--- src/hw/acs_pkg.sv ---
package acs_pkg;

  // ------------------------------------------------------------
  // widths
  // ------------------------------------------------------------
  localparam int CYC_W = 22;
  localparam int AW = 8;
  localparam int DW = 32;
  localparam int WORD_W = 16;

  // ------------------------------------------------------------
  // calibration and timing counts in master-clock cycles
  // ------------------------------------------------------------
  localparam int SELF_CYC = 32'h002FFFB7;     // 3,145,655
  localparam int SYS_OFS_CYC = 32'h00100FB7;  // 1,052,599
  localparam int SYS_GAIN_CYC = 32'h00104F0D; // 1,068,813
  localparam int ONE_OFS_CYC = 32'h00204F0D;  // 2,117,389
  localparam int SETTLE_CYC = 32'h0007C000;   // 507,904 filter settling
  localparam int CORNER_DIV = 32'h00064000;   // 409,600
  localparam logic [7:0] SAMPLE_LAST = 8'hFF; // sample every 256 cycles
  localparam logic [2:0] STROBE_MIN = 3'h4;   // least strobe high time

  // ------------------------------------------------------------
  // register map (byte addresses)
  // ------------------------------------------------------------
  localparam logic [AW-1:0] CTRL_OFS = 8'h00;
  localparam logic [AW-1:0] STAT_OFS = 8'h04;
  localparam logic [AW-1:0] COUNT_OFS = 8'h08;
  localparam logic [AW-1:0] REMAIN_OFS = 8'h0C;

  // control fields
  localparam int CTRL_GO = 0;
  localparam int CTRL_SEL_LO = 1;
  localparam int CTRL_SEL_HI = 2;
  localparam int CTRL_BIPOLAR = 3;
  localparam int CTRL_OVR = 4;

  // status fields
  localparam int STAT_BUSY = 0;
  localparam int STAT_SEL_LO = 1;
  localparam int STAT_SEL_HI = 2;
  localparam int STAT_DONE = 3;
  localparam int STAT_BIPOLAR = 4;
  localparam int STAT_WORD_N = 5;
  localparam int STAT_REF_LO = 8;
  localparam int STAT_REF_HI = 10;

  // ------------------------------------------------------------
  // enumerations
  // ------------------------------------------------------------
  typedef enum logic [1:0] {
    CAL_SELF = 2'b00,
    CAL_GAIN2 = 2'b01,
    CAL_OFS1 = 2'b10,
    CAL_SYS1 = 2'b11
  } acs_cal_t; // index is {select_a, select_b}

  typedef enum logic [2:0] {
    REF_NONE = 3'h0,
    REF_ZERO_GND = 3'h1,
    REF_MID_GND = 3'h2,
    REF_ZERO_AIN = 3'h3,
    REF_FS_VREF = 3'h4,
    REF_FS_AIN = 3'h5
  } acs_ref_t;

  typedef enum logic [1:0] {
    ST_IDLE = 2'b00,
    ST_CAL = 2'b01,
    ST_SETTLE = 2'b10
  } acs_state_t;

endpackage

--- src/hw/acs_tmr_if.sv ---
`timescale 1ns/1ps
`default_nettype none
interface acs_tmr_if;
  logic load;
  logic [acs_pkg::CYC_W-1:0] load_val;
  logic [acs_pkg::CYC_W-1:0] remain;
  logic expire;
  modport ctl (output load, output load_val, input remain, input expire);
  modport tmr (input load, input load_val, output remain, output expire);
endinterface
`default_nettype wire

--- src/hw/acs_sync.sv ---
`timescale 1ns/1ps
`default_nettype none
module acs_sync #(
  parameter int W = 1
) (
  input wire logic clk,
  input wire logic rst_n,
  input wire logic [W-1:0] din,
  output logic [W-1:0] dout
);
  logic [W-1:0] meta_r;

  // two-flop synchroniser, first stage feeds only the second
  always_ff @(posedge clk or negedge rst_n) begin
    if (!rst_n) begin
      meta_r <= '0;
      dout <= '0;
    end else begin
      meta_r <= din;
      dout <= meta_r;
    end
  end
endmodule
`default_nettype wire

--- src/hw/acs_cycle_timer.sv ---
`timescale 1ns/1ps
`default_nettype none
module acs_cycle_timer (
  input wire logic clk,
  input wire logic rst_n,
  acs_tmr_if.tmr t
);
  // down counter, pulses expire on the step from one to zero
  always_ff @(posedge clk or negedge rst_n) begin
    if (!rst_n) begin
      t.remain <= '0;
      t.expire <= 1'b0;
    end else if (t.load) begin
      t.remain <= t.load_val;
      t.expire <= 1'b0;
    end else begin
      t.expire <= (t.remain == acs_pkg::CYC_W'(1));
      if (t.remain != '0) begin
        t.remain <= t.remain - acs_pkg::CYC_W'(1);
      end
    end
  end
endmodule
`default_nettype wire

--- src/hw/acs_cal_seq.sv ---
`timescale 1ns/1ps
`default_nettype none
module acs_cal_seq #(
  parameter int P_SELF = acs_pkg::SELF_CYC,
  parameter int P_SYS_OFS = acs_pkg::SYS_OFS_CYC,
  parameter int P_SYS_GAIN = acs_pkg::SYS_GAIN_CYC,
  parameter int P_ONE_OFS = acs_pkg::ONE_OFS_CYC,
  parameter int P_SETTLE = acs_pkg::SETTLE_CYC,
  parameter int P_CORNER = acs_pkg::CORNER_DIV
) (
  input wire logic pclk,
  input wire logic presetn,
  input wire logic psel,
  input wire logic penable,
  input wire logic pwrite,
  input wire logic [acs_pkg::AW-1:0] paddr,
  input wire logic [acs_pkg::DW-1:0] pwdata,
  output logic [acs_pkg::DW-1:0] prdata,
  output logic pready,
  output logic pslverr,
  input wire logic cal_strobe,
  input wire logic cal_type_select_a,
  input wire logic cal_type_select_b,
  input wire logic range_polarity_select,
  input wire logic [acs_pkg::WORD_W-1:0] raw_result,
  input wire logic raw_valid,
  output logic word_available_n,
  output logic [acs_pkg::WORD_W-1:0] data_word,
  output logic [2:0] ref_select,
  output logic cal_busy,
  output logic sample_tick,
  output logic corner_tick
);

  // ----------------------------------------------------------
  // helpers
  // ----------------------------------------------------------
  function automatic logic [acs_pkg::CYC_W-1:0] cal_len(input logic [1:0] sel);
    case (sel)
      acs_pkg::CAL_SELF: cal_len = acs_pkg::CYC_W'(P_SELF);
      acs_pkg::CAL_SYS1: cal_len = acs_pkg::CYC_W'(P_SYS_OFS);
      acs_pkg::CAL_GAIN2: cal_len = acs_pkg::CYC_W'(P_SYS_GAIN);
      default: cal_len = acs_pkg::CYC_W'(P_ONE_OFS);
    endcase
  endfunction

  function automatic logic [2:0] ref_of(input logic [1:0] sel, input logic bip,
                                        input logic full);
    case (sel)
      acs_pkg::CAL_SELF: begin
        if (full) begin
          ref_of = acs_pkg::REF_FS_VREF;
        end else if (bip) begin
          ref_of = acs_pkg::REF_MID_GND;
        end else begin
          ref_of = acs_pkg::REF_ZERO_GND;
        end
      end
      acs_pkg::CAL_SYS1: ref_of = acs_pkg::REF_ZERO_AIN;
      acs_pkg::CAL_GAIN2: ref_of = acs_pkg::REF_FS_AIN;
      default: ref_of = full ? acs_pkg::REF_FS_VREF : acs_pkg::REF_ZERO_AIN;
    endcase
  endfunction

  // ----------------------------------------------------------
  // pin synchronisers
  // ----------------------------------------------------------
  logic [3:0] pins_s;
  logic strobe_s;
  logic [1:0] sel_s;
  logic pol_s;

  acs_sync #(.W(4)) u_sync (
    .clk(pclk),
    .rst_n(presetn),
    .din({cal_strobe, cal_type_select_a, cal_type_select_b, range_polarity_select}),
    .dout(pins_s)
  );

  assign strobe_s = pins_s[3];
  assign sel_s = pins_s[2:1];
  assign pol_s = pins_s[0];

  // ----------------------------------------------------------
  // cycle timer
  // ----------------------------------------------------------
  acs_tmr_if tif ();

  acs_cycle_timer u_tmr (
    .clk(pclk),
    .rst_n(presetn),
    .t(tif)
  );

  // ----------------------------------------------------------
  // registers and state
  // ----------------------------------------------------------
  acs_pkg::acs_state_t state_r;
  logic strobe_d_r;
  logic [2:0] high_cnt_r;
  logic [1:0] cal_sel_r;
  logic [acs_pkg::CYC_W-1:0] half_r;
  logic ovr_r;
  logic ovr_bip_r;
  logic [1:0] sw_sel_r;
  logic go_r;
  logic done_r;
  logic calibrated_r;
  logic [15:0] cal_count_r;
  logic [7:0] samp_cnt_r;
  logic [acs_pkg::CYC_W-1:0] corner_cnt_r;
  logic pin_fall;
  logic start;
  logic bipolar;
  logic apb_wr;
  logic stat_clr;
  logic addr_ok;
  logic [acs_pkg::DW-1:0] rd_mux;

  assign bipolar = ovr_r ? ovr_bip_r : pol_s;
  // falling edge of a strobe that stood high long enough
  assign pin_fall = strobe_d_r && !strobe_s && (high_cnt_r >= acs_pkg::STROBE_MIN);
  assign start = (state_r == acs_pkg::ST_IDLE) && (pin_fall || go_r);

  // ----------------------------------------------------------
  // strobe edge detector and high-time counter
  // ----------------------------------------------------------
  always_ff @(posedge pclk or negedge presetn) begin
    if (!presetn) begin
      strobe_d_r <= 1'b0;
      high_cnt_r <= 3'h0;
    end else begin
      strobe_d_r <= strobe_s;
      if (!strobe_s) begin
        high_cnt_r <= 3'h0;
      end else if (high_cnt_r < acs_pkg::STROBE_MIN) begin
        high_cnt_r <= high_cnt_r + 3'h1;
      end
    end
  end

  // ----------------------------------------------------------
  // calibration sequencer
  // ----------------------------------------------------------
  always_comb begin
    tif.load = 1'b0;
    tif.load_val = '0;
    if (start) begin
      tif.load = 1'b1;
      tif.load_val = cal_len(pin_fall ? sel_s : sw_sel_r);
    end else if (state_r == acs_pkg::ST_CAL && tif.expire) begin
      tif.load = 1'b1;
      tif.load_val = acs_pkg::CYC_W'(P_SETTLE);
    end
  end

  always_ff @(posedge pclk or negedge presetn) begin
    if (!presetn) begin
      state_r <= acs_pkg::ST_IDLE;
      cal_sel_r <= 2'h0;
      half_r <= '0;
    end else begin
      case (state_r)
        acs_pkg::ST_IDLE: begin
          if (start) begin
            cal_sel_r <= pin_fall ? sel_s : sw_sel_r;
            half_r <= cal_len(pin_fall ? sel_s : sw_sel_r) >> 1;
            state_r <= acs_pkg::ST_CAL;
          end
        end
        acs_pkg::ST_CAL: begin
          if (tif.expire) begin
            state_r <= acs_pkg::ST_SETTLE;
          end
        end
        acs_pkg::ST_SETTLE: begin
          if (tif.expire) begin
            state_r <= acs_pkg::ST_IDLE;
          end
        end
        default: state_r <= acs_pkg::ST_IDLE;
      endcase
    end
  end

  // reference selection, zero half first then full half for self and one-step types, system types hold one reference
  always_ff @(posedge pclk or negedge presetn) begin
    if (!presetn) begin
      ref_select <= acs_pkg::REF_NONE;
    end else if (state_r == acs_pkg::ST_CAL && !tif.expire) begin
      ref_select <= ref_of(cal_sel_r, bipolar, tif.remain <= half_r);
    end else begin
      ref_select <= acs_pkg::REF_NONE;
    end
  end

  // busy flag
  always_ff @(posedge pclk or negedge presetn) begin
    if (!presetn) begin
      cal_busy <= 1'b0;
    end else begin
      cal_busy <= (state_r != acs_pkg::ST_IDLE) || start;
    end
  end

  // calibration bookkeeping; sticky done set wins over clear
  always_ff @(posedge pclk or negedge presetn) begin
    if (!presetn) begin
      done_r <= 1'b0;
      calibrated_r <= 1'b0;
      cal_count_r <= 16'h0000;
    end else begin
      if (state_r == acs_pkg::ST_CAL && tif.expire) begin
        done_r <= 1'b1;
        calibrated_r <= 1'b1;
        cal_count_r <= cal_count_r + 16'h0001;
      end else if (stat_clr) begin
        done_r <= 1'b0;
      end
    end
  end

  // ----------------------------------------------------------
  // output word and its ready flag
  // ----------------------------------------------------------
  always_ff @(posedge pclk or negedge presetn) begin
    if (!presetn) begin
      word_available_n <= 1'b1;
      data_word <= 16'h0000;
    end else if (start || state_r == acs_pkg::ST_CAL) begin
      word_available_n <= 1'b1;
    end else if (state_r == acs_pkg::ST_SETTLE) begin
      // self type waits for settling, others release at once
      word_available_n <= (cal_sel_r == acs_pkg::CAL_SELF) ? !tif.expire : 1'b0;
    end else if (raw_valid && calibrated_r) begin
      data_word <= bipolar ? (raw_result ^ 16'h8000) : raw_result;
      word_available_n <= 1'b0;
    end
  end

  // ----------------------------------------------------------
  // sampling and filter corner ticks
  // ----------------------------------------------------------
  always_ff @(posedge pclk or negedge presetn) begin
    if (!presetn) begin
      samp_cnt_r <= 8'h00;
      sample_tick <= 1'b0;
    end else begin
      samp_cnt_r <= samp_cnt_r + 8'h01;
      sample_tick <= (samp_cnt_r == acs_pkg::SAMPLE_LAST);
    end
  end

  always_ff @(posedge pclk or negedge presetn) begin
    if (!presetn) begin
      corner_cnt_r <= '0;
      corner_tick <= 1'b0;
    end else if (corner_cnt_r == acs_pkg::CYC_W'(P_CORNER - 1)) begin
      corner_cnt_r <= '0;
      corner_tick <= 1'b1;
    end else begin
      corner_cnt_r <= corner_cnt_r + acs_pkg::CYC_W'(1);
      corner_tick <= 1'b0;
    end
  end

  // ----------------------------------------------------------
  // apb slave, one wait state
  // ----------------------------------------------------------
  assign apb_wr = psel && penable && pready && pwrite;
  assign stat_clr = apb_wr && (paddr == acs_pkg::STAT_OFS) && pwdata[acs_pkg::STAT_DONE];
  assign addr_ok = (paddr == acs_pkg::CTRL_OFS) || (paddr == acs_pkg::STAT_OFS) ||
                   (paddr == acs_pkg::COUNT_OFS) || (paddr == acs_pkg::REMAIN_OFS);

  // read multiplexer
  always_comb begin
    rd_mux = '0;
    case (paddr)
      acs_pkg::CTRL_OFS: begin
        rd_mux[acs_pkg::CTRL_SEL_HI:acs_pkg::CTRL_SEL_LO] = sw_sel_r;
        rd_mux[acs_pkg::CTRL_BIPOLAR] = ovr_bip_r;
        rd_mux[acs_pkg::CTRL_OVR] = ovr_r;
      end
      acs_pkg::STAT_OFS: begin
        rd_mux[acs_pkg::STAT_BUSY] = cal_busy;
        rd_mux[acs_pkg::STAT_SEL_HI:acs_pkg::STAT_SEL_LO] = cal_sel_r;
        rd_mux[acs_pkg::STAT_DONE] = done_r;
        rd_mux[acs_pkg::STAT_BIPOLAR] = bipolar;
        rd_mux[acs_pkg::STAT_WORD_N] = word_available_n;
        rd_mux[acs_pkg::STAT_REF_HI:acs_pkg::STAT_REF_LO] = ref_select;
      end
      acs_pkg::COUNT_OFS: rd_mux[15:0] = cal_count_r;
      acs_pkg::REMAIN_OFS: rd_mux[acs_pkg::CYC_W-1:0] = tif.remain;
      default: rd_mux = '0;
    endcase
  end

  // handshake and read data capture
  always_ff @(posedge pclk or negedge presetn) begin
    if (!presetn) begin
      pready <= 1'b0;
      prdata <= '0;
      pslverr <= 1'b0;
    end else if (psel && penable && !pready) begin
      pready <= 1'b1;
      prdata <= rd_mux;
      pslverr <= !addr_ok;
    end else begin
      pready <= 1'b0;
      pslverr <= 1'b0;
    end
  end

  // control register; go is a one-cycle pulse
  always_ff @(posedge pclk or negedge presetn) begin
    if (!presetn) begin
      sw_sel_r <= 2'h0;
      ovr_r <= 1'b0;
      ovr_bip_r <= 1'b0;
      go_r <= 1'b0;
    end else begin
      go_r <= 1'b0;
      if (apb_wr && paddr == acs_pkg::CTRL_OFS) begin
        sw_sel_r <= pwdata[acs_pkg::CTRL_SEL_HI:acs_pkg::CTRL_SEL_LO];
        ovr_bip_r <= pwdata[acs_pkg::CTRL_BIPOLAR];
        ovr_r <= pwdata[acs_pkg::CTRL_OVR];
        go_r <= pwdata[acs_pkg::CTRL_GO];
      end
    end
  end

endmodule
`default_nettype wire

--- config.mk ---
export PLATFORM = sky130hd
export DESIGN_NAME = acs_cal_seq
export DESIGN_NICKNAME = d
export VERILOG_FILES = /design/src/hw/acs_pkg.sv /design/src/hw/acs_tmr_if.sv /design/src/hw/acs_sync.sv /design/src/hw/acs_cycle_timer.sv /design/src/hw/acs_cal_seq.sv
export SDC_FILE = /design/constraint.sdc
export NUM_CORES = 1
export LEC_CHECK = 0
export BUFFER_PORTS_ARGS = -buffer_cell sky130_fd_sc_hd__buf_4
export CORE_AREA = 2 2 115 162
export CTS_CLUSTER_SIZE = 25
export DETAILED_ROUTE_END_ITERATION = 8
export DIE_AREA = 0 0 117 164
export PLACE_DENSITY_LB_ADDON = 0.1
export SLEW_MARGIN = 20
export SYNTH_ARGS = -nofsm -noshare
export SYNTH_HDL_FRONTEND = slang
export SYNTH_SLANG_ARGS = --single-unit
export TNS_END_PERCENT = 50
--- constraint.sdc ---
create_clock -name pclk -period 2.2 [get_ports pclk]
set_input_delay 0.44 -clock pclk [delete_from_list [all_inputs] [get_ports pclk]]
set_output_delay 0.44 -clock pclk [all_outputs]
set_load 0.01 [all_outputs]
==> results of run 1 <==
metal layers:
layer / vias to the layer above / share of wire / wire length (µm) / GRT usage
met5: - / 0 / 0 / 0
met3: 32 / 0.037 / 634 / 0.0417
met1: 2644 / 0.40 / 6870 / 0.212
met2: 121 / 0.54 / 9340 / 0.344
li1: 2587 / - / - / -
met4: 0 / 0.028 / 493 / 0.0807
worst reg2reg max path, stage by stage, from the launching register on:
cell and delay (ps):
dfrtp_1 380, or4_4 540, or4_4 460, nor4_4 220, buf_4 220, a21oi_2 40
o22a_1 170
logic make-up (layout without fill, tap and decap cells):
| kind of cell | after synthesis | after routing |
|---|---|---|
| buffers and inverters | 51 | 182 |
| adders and majority gates | 28 | 28 |
| DFF | 146 | 146 |
| xor gates and xnor gates | 49 | 49 |
| AOI/OAI and AO/OA | 112 | 112 |
| and+or+nand+nor | 240 | 240 |
| muxes | 34 | 34 |
| other | 1 | 10 |
path summary, 6_finish.rpt:
path	end	from	depth (start not counted)
setup / recovery	u_tmr.t.remain[14]$_DFFE_PN0P_	u_tmr.t.remain[10]$_DFFE_PN0P_	6
hold / removal	u_sync.meta_r[2]$_DFF_PN0_	cal_type_select_a	1
setup reg to reg	u_tmr.t.remain[14]$_DFFE_PN0P_	u_tmr.t.remain[10]$_DFFE_PN0P_	6
hold reg to reg	u_sync.dout[2]$_DFF_PN0_	u_sync.meta_r[2]$_DFF_PN0_	0
max in group asynchronous	u_tmr.t.remain[19]$_DFFE_PN0P_	presetn	3
min in group asynchronous	sample_tick$_DFF_PN0_	presetn	2
power groups by stage:
stage,logic (µW),registers (µW),clock network [µW]
after floorplan,1280,3210,0
after global placement,2120,3220,0
after detailed placement,2160,3230,0
after CTS,2180,3180,2930
after global routing,2450,3210,3040
final,2170,3180,2860
state kept, by name, summed over array words and instances (netlist names), 3 cells and up:
register / flops
cal_count_r: 16
half_r: 7
corner_cnt_r: 22
samp_cnt_r: 8
u_sync.meta_r: 4
u_sync.dout: 4
prdata: 22
ref_select: 3
u_tmr.t.remain: 22
data_word: 16
high_cnt_r: 3
Yosys cell counts, types with 9 or more instances:
master,count
clkbuf_1,16
xnor2_1,36
nor2_1,42
inv_1,20
o21ai_0,28
ha_1,28
nand3_1,25
a21oi_1,31
buf_4,10
xor2_1,13
nand2_1,81
nor3_1,18
mux2_2,27
and3_1,16
a22oi_1,13
dfrtp_1,145
nand4_1,9
cell type report:
type	count	share of cell area
Sequential cell	146	0.417
Tap cell	240	0.0342
Multi-Input combinational cell	473	0.359
Clock inverter	14	0.0175
Clock buffer	17	0.0485
Timing Repair Buffer	130	0.115
Inverter	21	0.00898
through the flow:
stage	power, µW	setup TNS, ps
floorplan	4480	0
global placement	5340	0
detailed placement	5400	0
global route	8700	-115
finish	8210	0
CTS	8300	0
repair_timing:
action,4_1_cts,5_1_grt
gates resized for setup,1,8
endpoints found under the setup margin,1,26
hold buffers,1,0
hold endpoints to repair,1,0
pin swaps,0,1
gates cloned,0,1
==> impl_metrics.yaml, run 1 <==
outcome:
  outcome: "finished, final reports clean"
layout:
  multi_input_area_um2: 3160
  final_area_um2: 8780
  utilization: 0.494
  layout.cells.non_filler: 1041
  final_cell_mix: "143 x dfrtp_1, 124 x buf_4, 81 x nand2_1"
  ff_latch_area_um2: 3660
  final_common_cell: "dfrtp_1"
  fin_nets: 883
  antenna_cells: 0
  fillers: 1638
  areaGrowthSynthToFinish_pct: 25.3
  drive_gt1_frac: 0.262
global_route:
  grt_usage: 0.190
  grt_pass1_vias: 5555
  antenna_found_initial: 0
  grt_max_degree: 57
  grt_pass1_wl_mm: 27.8
  overflow: 0
logic_synthesis:
  synth-edff-count: 0
  synth.area.top_cells: "dfrtp_1 52%, ha_1 5.0%, xnor2_1 4.5%"
  ys_seq_elements: 146
  async_reset_ff_frac: 1.00
  muxShareOfSynthArea: 0.0552
  syn_area_um2: 7010
  netlist.area_leader.share: 0.518
  synthXorXnorAreaFrac: 0.0613
  synthSimpleGateAreaFrac: 0.173
  synth_compound_area_frac: 0.103
  yosys_warnings: 0
  synth_fa_ha_area_frac: 0.0500
  ys_seq_area_frac: 0.522
  synth_top_family_by_area: "simple AND/OR/NAND/NOR gates"
  avgSynthCellArea_um2: 10.6
  synth_top_area_cell: "dfrtp_1"
  netlist_instances: 661
  yosysUniqueCellTypes: 59
  ys.flop_type: "dfrtp_1"
critical_path:
  cp_max_fo: 7
  crit_type: "reg2reg"
  required_ps: 2520
  path_buf_inv: 1
  cp_cell_sequence: "or4_4 > or4_4 > nor4_4 > buf_4 > a21oi_2 > o22a_1"
  cp-end-kind: "register"
  critPathSlowestCell: "or4_4"
  path_common_cell: "or4_4"
  crit_family: "simple AND/OR/NAND/NOR gates"
  regToRegSetupSlack_ps: 60
  critPathMaxStageDelay_ps: 540
  start_kind: "register"
  worst_ep_arrival_time_ps: 2460
pwr:
  p_clk_frac: 0.348
  combPwrFrac: 0.264
  p_sw_uw: 2640
  max-vdd-ir-drop_mv: 0.425
  p_int_uw: 5570
  switching_share: 0.321
  p_leak_uw: 0.00423
  seq_power_share: 0.388
  powerDensity_nw_per_um2: 935
min_path:
  min_path_type: "in2reg"
timing:
  rsz0062_at_grt: "true"
  fmax_mhz: 467
  finalSetupViolations: 0
  maxSlewHeadroom: 0.616
  period_minus_slack_ps: 2140
  setup_slack_ps: 57.4
  hold_viol: 0
  fin_skew_ps: 11.4
  slew_violations: 0
  whs_ps: 119
  worst_slew_pin_slew_ps: 575
  period_share: 0.974
route:
  via_count: 5384
  via_per_inst: 5.17
  drt_pre_antenna_iters: 5
  wl_per_cell_um: 16.7
  routed_wl_mm: 17.3
  postRouteAntennaNets: 0
  drc_errors: 0
  drtIter0Drc: 266
placement:
  port_buffers: 85
  pre_cts_ws_ps: 13.6
  dp_cells: 1008
  routabilityCongestion: 0.842
  placed_area_um2: 8160
  hpwl_mm: 13.1
clock_network:
  numCtsBuffers: 17
  clock_latency_ps: 430
  post_cts_buffers: 0
  htree_levels: 4
  cts_buffer_depth: 2
  cts_sinks: 146
  clk_root_buffer_cell: "clkbuf_16"
  clk_pin_slew_ps: 60
  cts_tree: "yes"
floorplanning:
  die_x_um: 117
  die_y_um: 164
  initial_core_util: 0.394
  rows: 58
  core-area_um2: 17800
  die_area_um2: 19200
  num_io_pins: 123
flow_run:
  maxCapViolations: 0
No activity file was read; power rests on OpenSTA's default activity.
==> run 2, diff against run 1 <==
Settings changed: CORE_AREA 2 2 115 162 to 8 8 121 168, DIE_AREA 0 0 117 164 to 0 0 129 176, RECOVER_POWER set to 100.
==> impl_metrics.yaml, run 2 (synthesized netlist as in run 1, its figures left out) <==
outcome:
  outcome: "finished, final reports clean"
pwr:
  p_leak_uw: 0.00402
  p_total_uw: 8220
  max-vdd-ir-drop_mv: 0.391
  powerDensity_nw_per_um2: 955
critical_path:
  worst_ep_arrival_time_ps: 2460
  crit_type: "reg2reg"
  path_buf_inv: 1
  critPathMaxStageDelay_ps: 530
  cp_cell_sequence: "or4_4 > or4_4 > nor4_4 > buf_4 > or2_4 > a21oi_1"
  critPathSlowestCell: "or4_4"
  required_ps: 2490
  crit_family: "simple AND/OR/NAND/NOR gates"
  start_kind: "register"
  cp_max_fo: 4
  cp-end-kind: "register"
  path_common_cell: "or4_4"
global_route:
  grt_pass1_vias: 5681
  antenna_found_initial: 0
  grt_usage: 0.170
  overflow: 0
  grt_pass1_wl_mm: 29.9
  grt_max_degree: 55
timing:
  whs_ps: 147
  slew_violations: 0
  worst_slew_pin_slew_ps: 1480
  maxSlewHeadroom: 0.0129
  fin_skew_ps: 8.77
  period_minus_slack_ps: 2160
  period_share: 0.984
  fmax_mhz: 462
  rsz0062_at_grt: "true"
  hold_viol: 0
  finalSetupViolations: 0
clock_network:
  clk_pin_slew_ps: 60
  cts_buffer_depth: 2
  hold_buffers: 0
  cts_tree: "yes"
  clk_root_buffer_cell: "clkbuf_16"
  numCtsBuffers: 17
  clock_latency_ps: 420
  htree_levels: 4
  cts_sinks: 146
route:
  postRouteAntennaNets: 0
  routed_wl_mm: 18.4
  drtIter0Drc: 243
  drc_errors: 0
  wl_per_cell_um: 17.5
  drt_pre_antenna_iters: 4
  via_per_inst: 5.15
  via_count: 5391
floorplanning:
  rows: 58
  die_y_um: 176
  die_x_um: 129
  num_io_pins: 123
  die_area_um2: 22700
  core-area_um2: 17800
  initial_core_util: 0.394
min_path:
  min_path_type: "in2reg"
layout:
  areaGrowthSynthToFinish_pct: 22.8
  fin_nets: 888
  fillers: 1707
  final_common_cell: "dfrtp_1"
  drive_gt1_frac: 0.197
  final_cell_mix: "144 x dfrtp_1, 81 x nand2_1, 72 x buf_4"
  antenna_cells: 0
  top_regs: "corner_cnt_r: 22 flops, prdata: 22 flops, u_tmr.t.remain: 22 flops"
placement:
  hpwl_mm: 14.0
  port_buffers: 85
  routabilityCongestion: 0.827
flow_run:
  maxCapViolations: 0
[run 2: changes by cell type in the layout (fill, tap and decap cells not counted), sizes merged]
cell,change
buf,-54
inv,+4
bufinv,-1
clkinvlp,+1
clkbuf,+61
clkinv,-4
dlygate4sd3,-1
[run 2: area by class of cell]
class	instances	area, µm²	area share
Sequential cell	146	3660	0.425
Multi-Input combinational cell	473	3150	0.366
Timing Repair Buffer	135	835	0.0970
Clock buffer	18	439	0.0510
Tap cell	240	300	0.0349
Clock inverter	14	143	0.0166
Inverter	21	78.8	0.00916
[run 2: per-stage QoR]
stage / area [µm²] / TNS [ps] / util / worst slack [ps] / instances
floorplan: 7040 / 0 / - / 78.8 / 670
global placement: 8180 / 0 / 0.460 / 73.2 / 1011
detailed placement: 8180 / 0 / 0.460 / 30.8 / 1011
CTS: 8770 / 0 / 0.493 / 15.3 / 1043
global route: 8600 / -99.5 / 0.484 / -24.7 / 1047
finish: 8600 / 0 / 0.484 / 35.3 / 1047
[run 2: what timing repair did]
item,in CTS,in global routing
endpoints found under the setup margin,0,29
setup buffers,0,3
gates resized for setup,0,9
[run 2: path summary, 6_finish.rpt]
kind                            depth (start not counted)                             end                            from  slack, ps
worst max-delay path                                    6  u_tmr.t.remain[17]$_DFFE_PN0P_  u_tmr.t.remain[10]$_DFFE_PN0P_         40
worst min-delay path                                    1      u_sync.meta_r[0]$_DFF_PN0_           range_polarity_select        150
worst max register to register                          6  u_tmr.t.remain[17]$_DFFE_PN0P_  u_tmr.t.remain[10]$_DFFE_PN0P_         40
worst min register to register                          0        u_sync.dout[2]$_DFF_PN0_      u_sync.meta_r[2]$_DFF_PN0_        350
max in group asynchronous                               2  u_tmr.t.remain[18]$_DFFE_PN0P_                         presetn        540
min in group asynchronous                               1        u_tmr.t.expire$_DFF_PN0_                         presetn        360
[run 2: per-layer routing]
| metal | part of all wire | GRT usage | wire length [µm] | vias up |
|---|---|---|---|---|
| met3 | 0.043 | 0.0420 | 790 | 26 |
| met5 | 0 | 0 | 0 | - |
| met2 | 0.55 | 0.307 | 10100 | 120 |
| met1 | 0.39 | 0.187 | 7170 | 2655 |
| li1 | - | - | - | 2590 |
| met4 | 0.019 | 0.0595 | 351 | 0 |
[run 2: report_power, final]
part	total (µW)	switching (µW)	internal [µW]
sequential	3170	241	2930
combinational	2200	1260	939
clock	2850	1220	1630
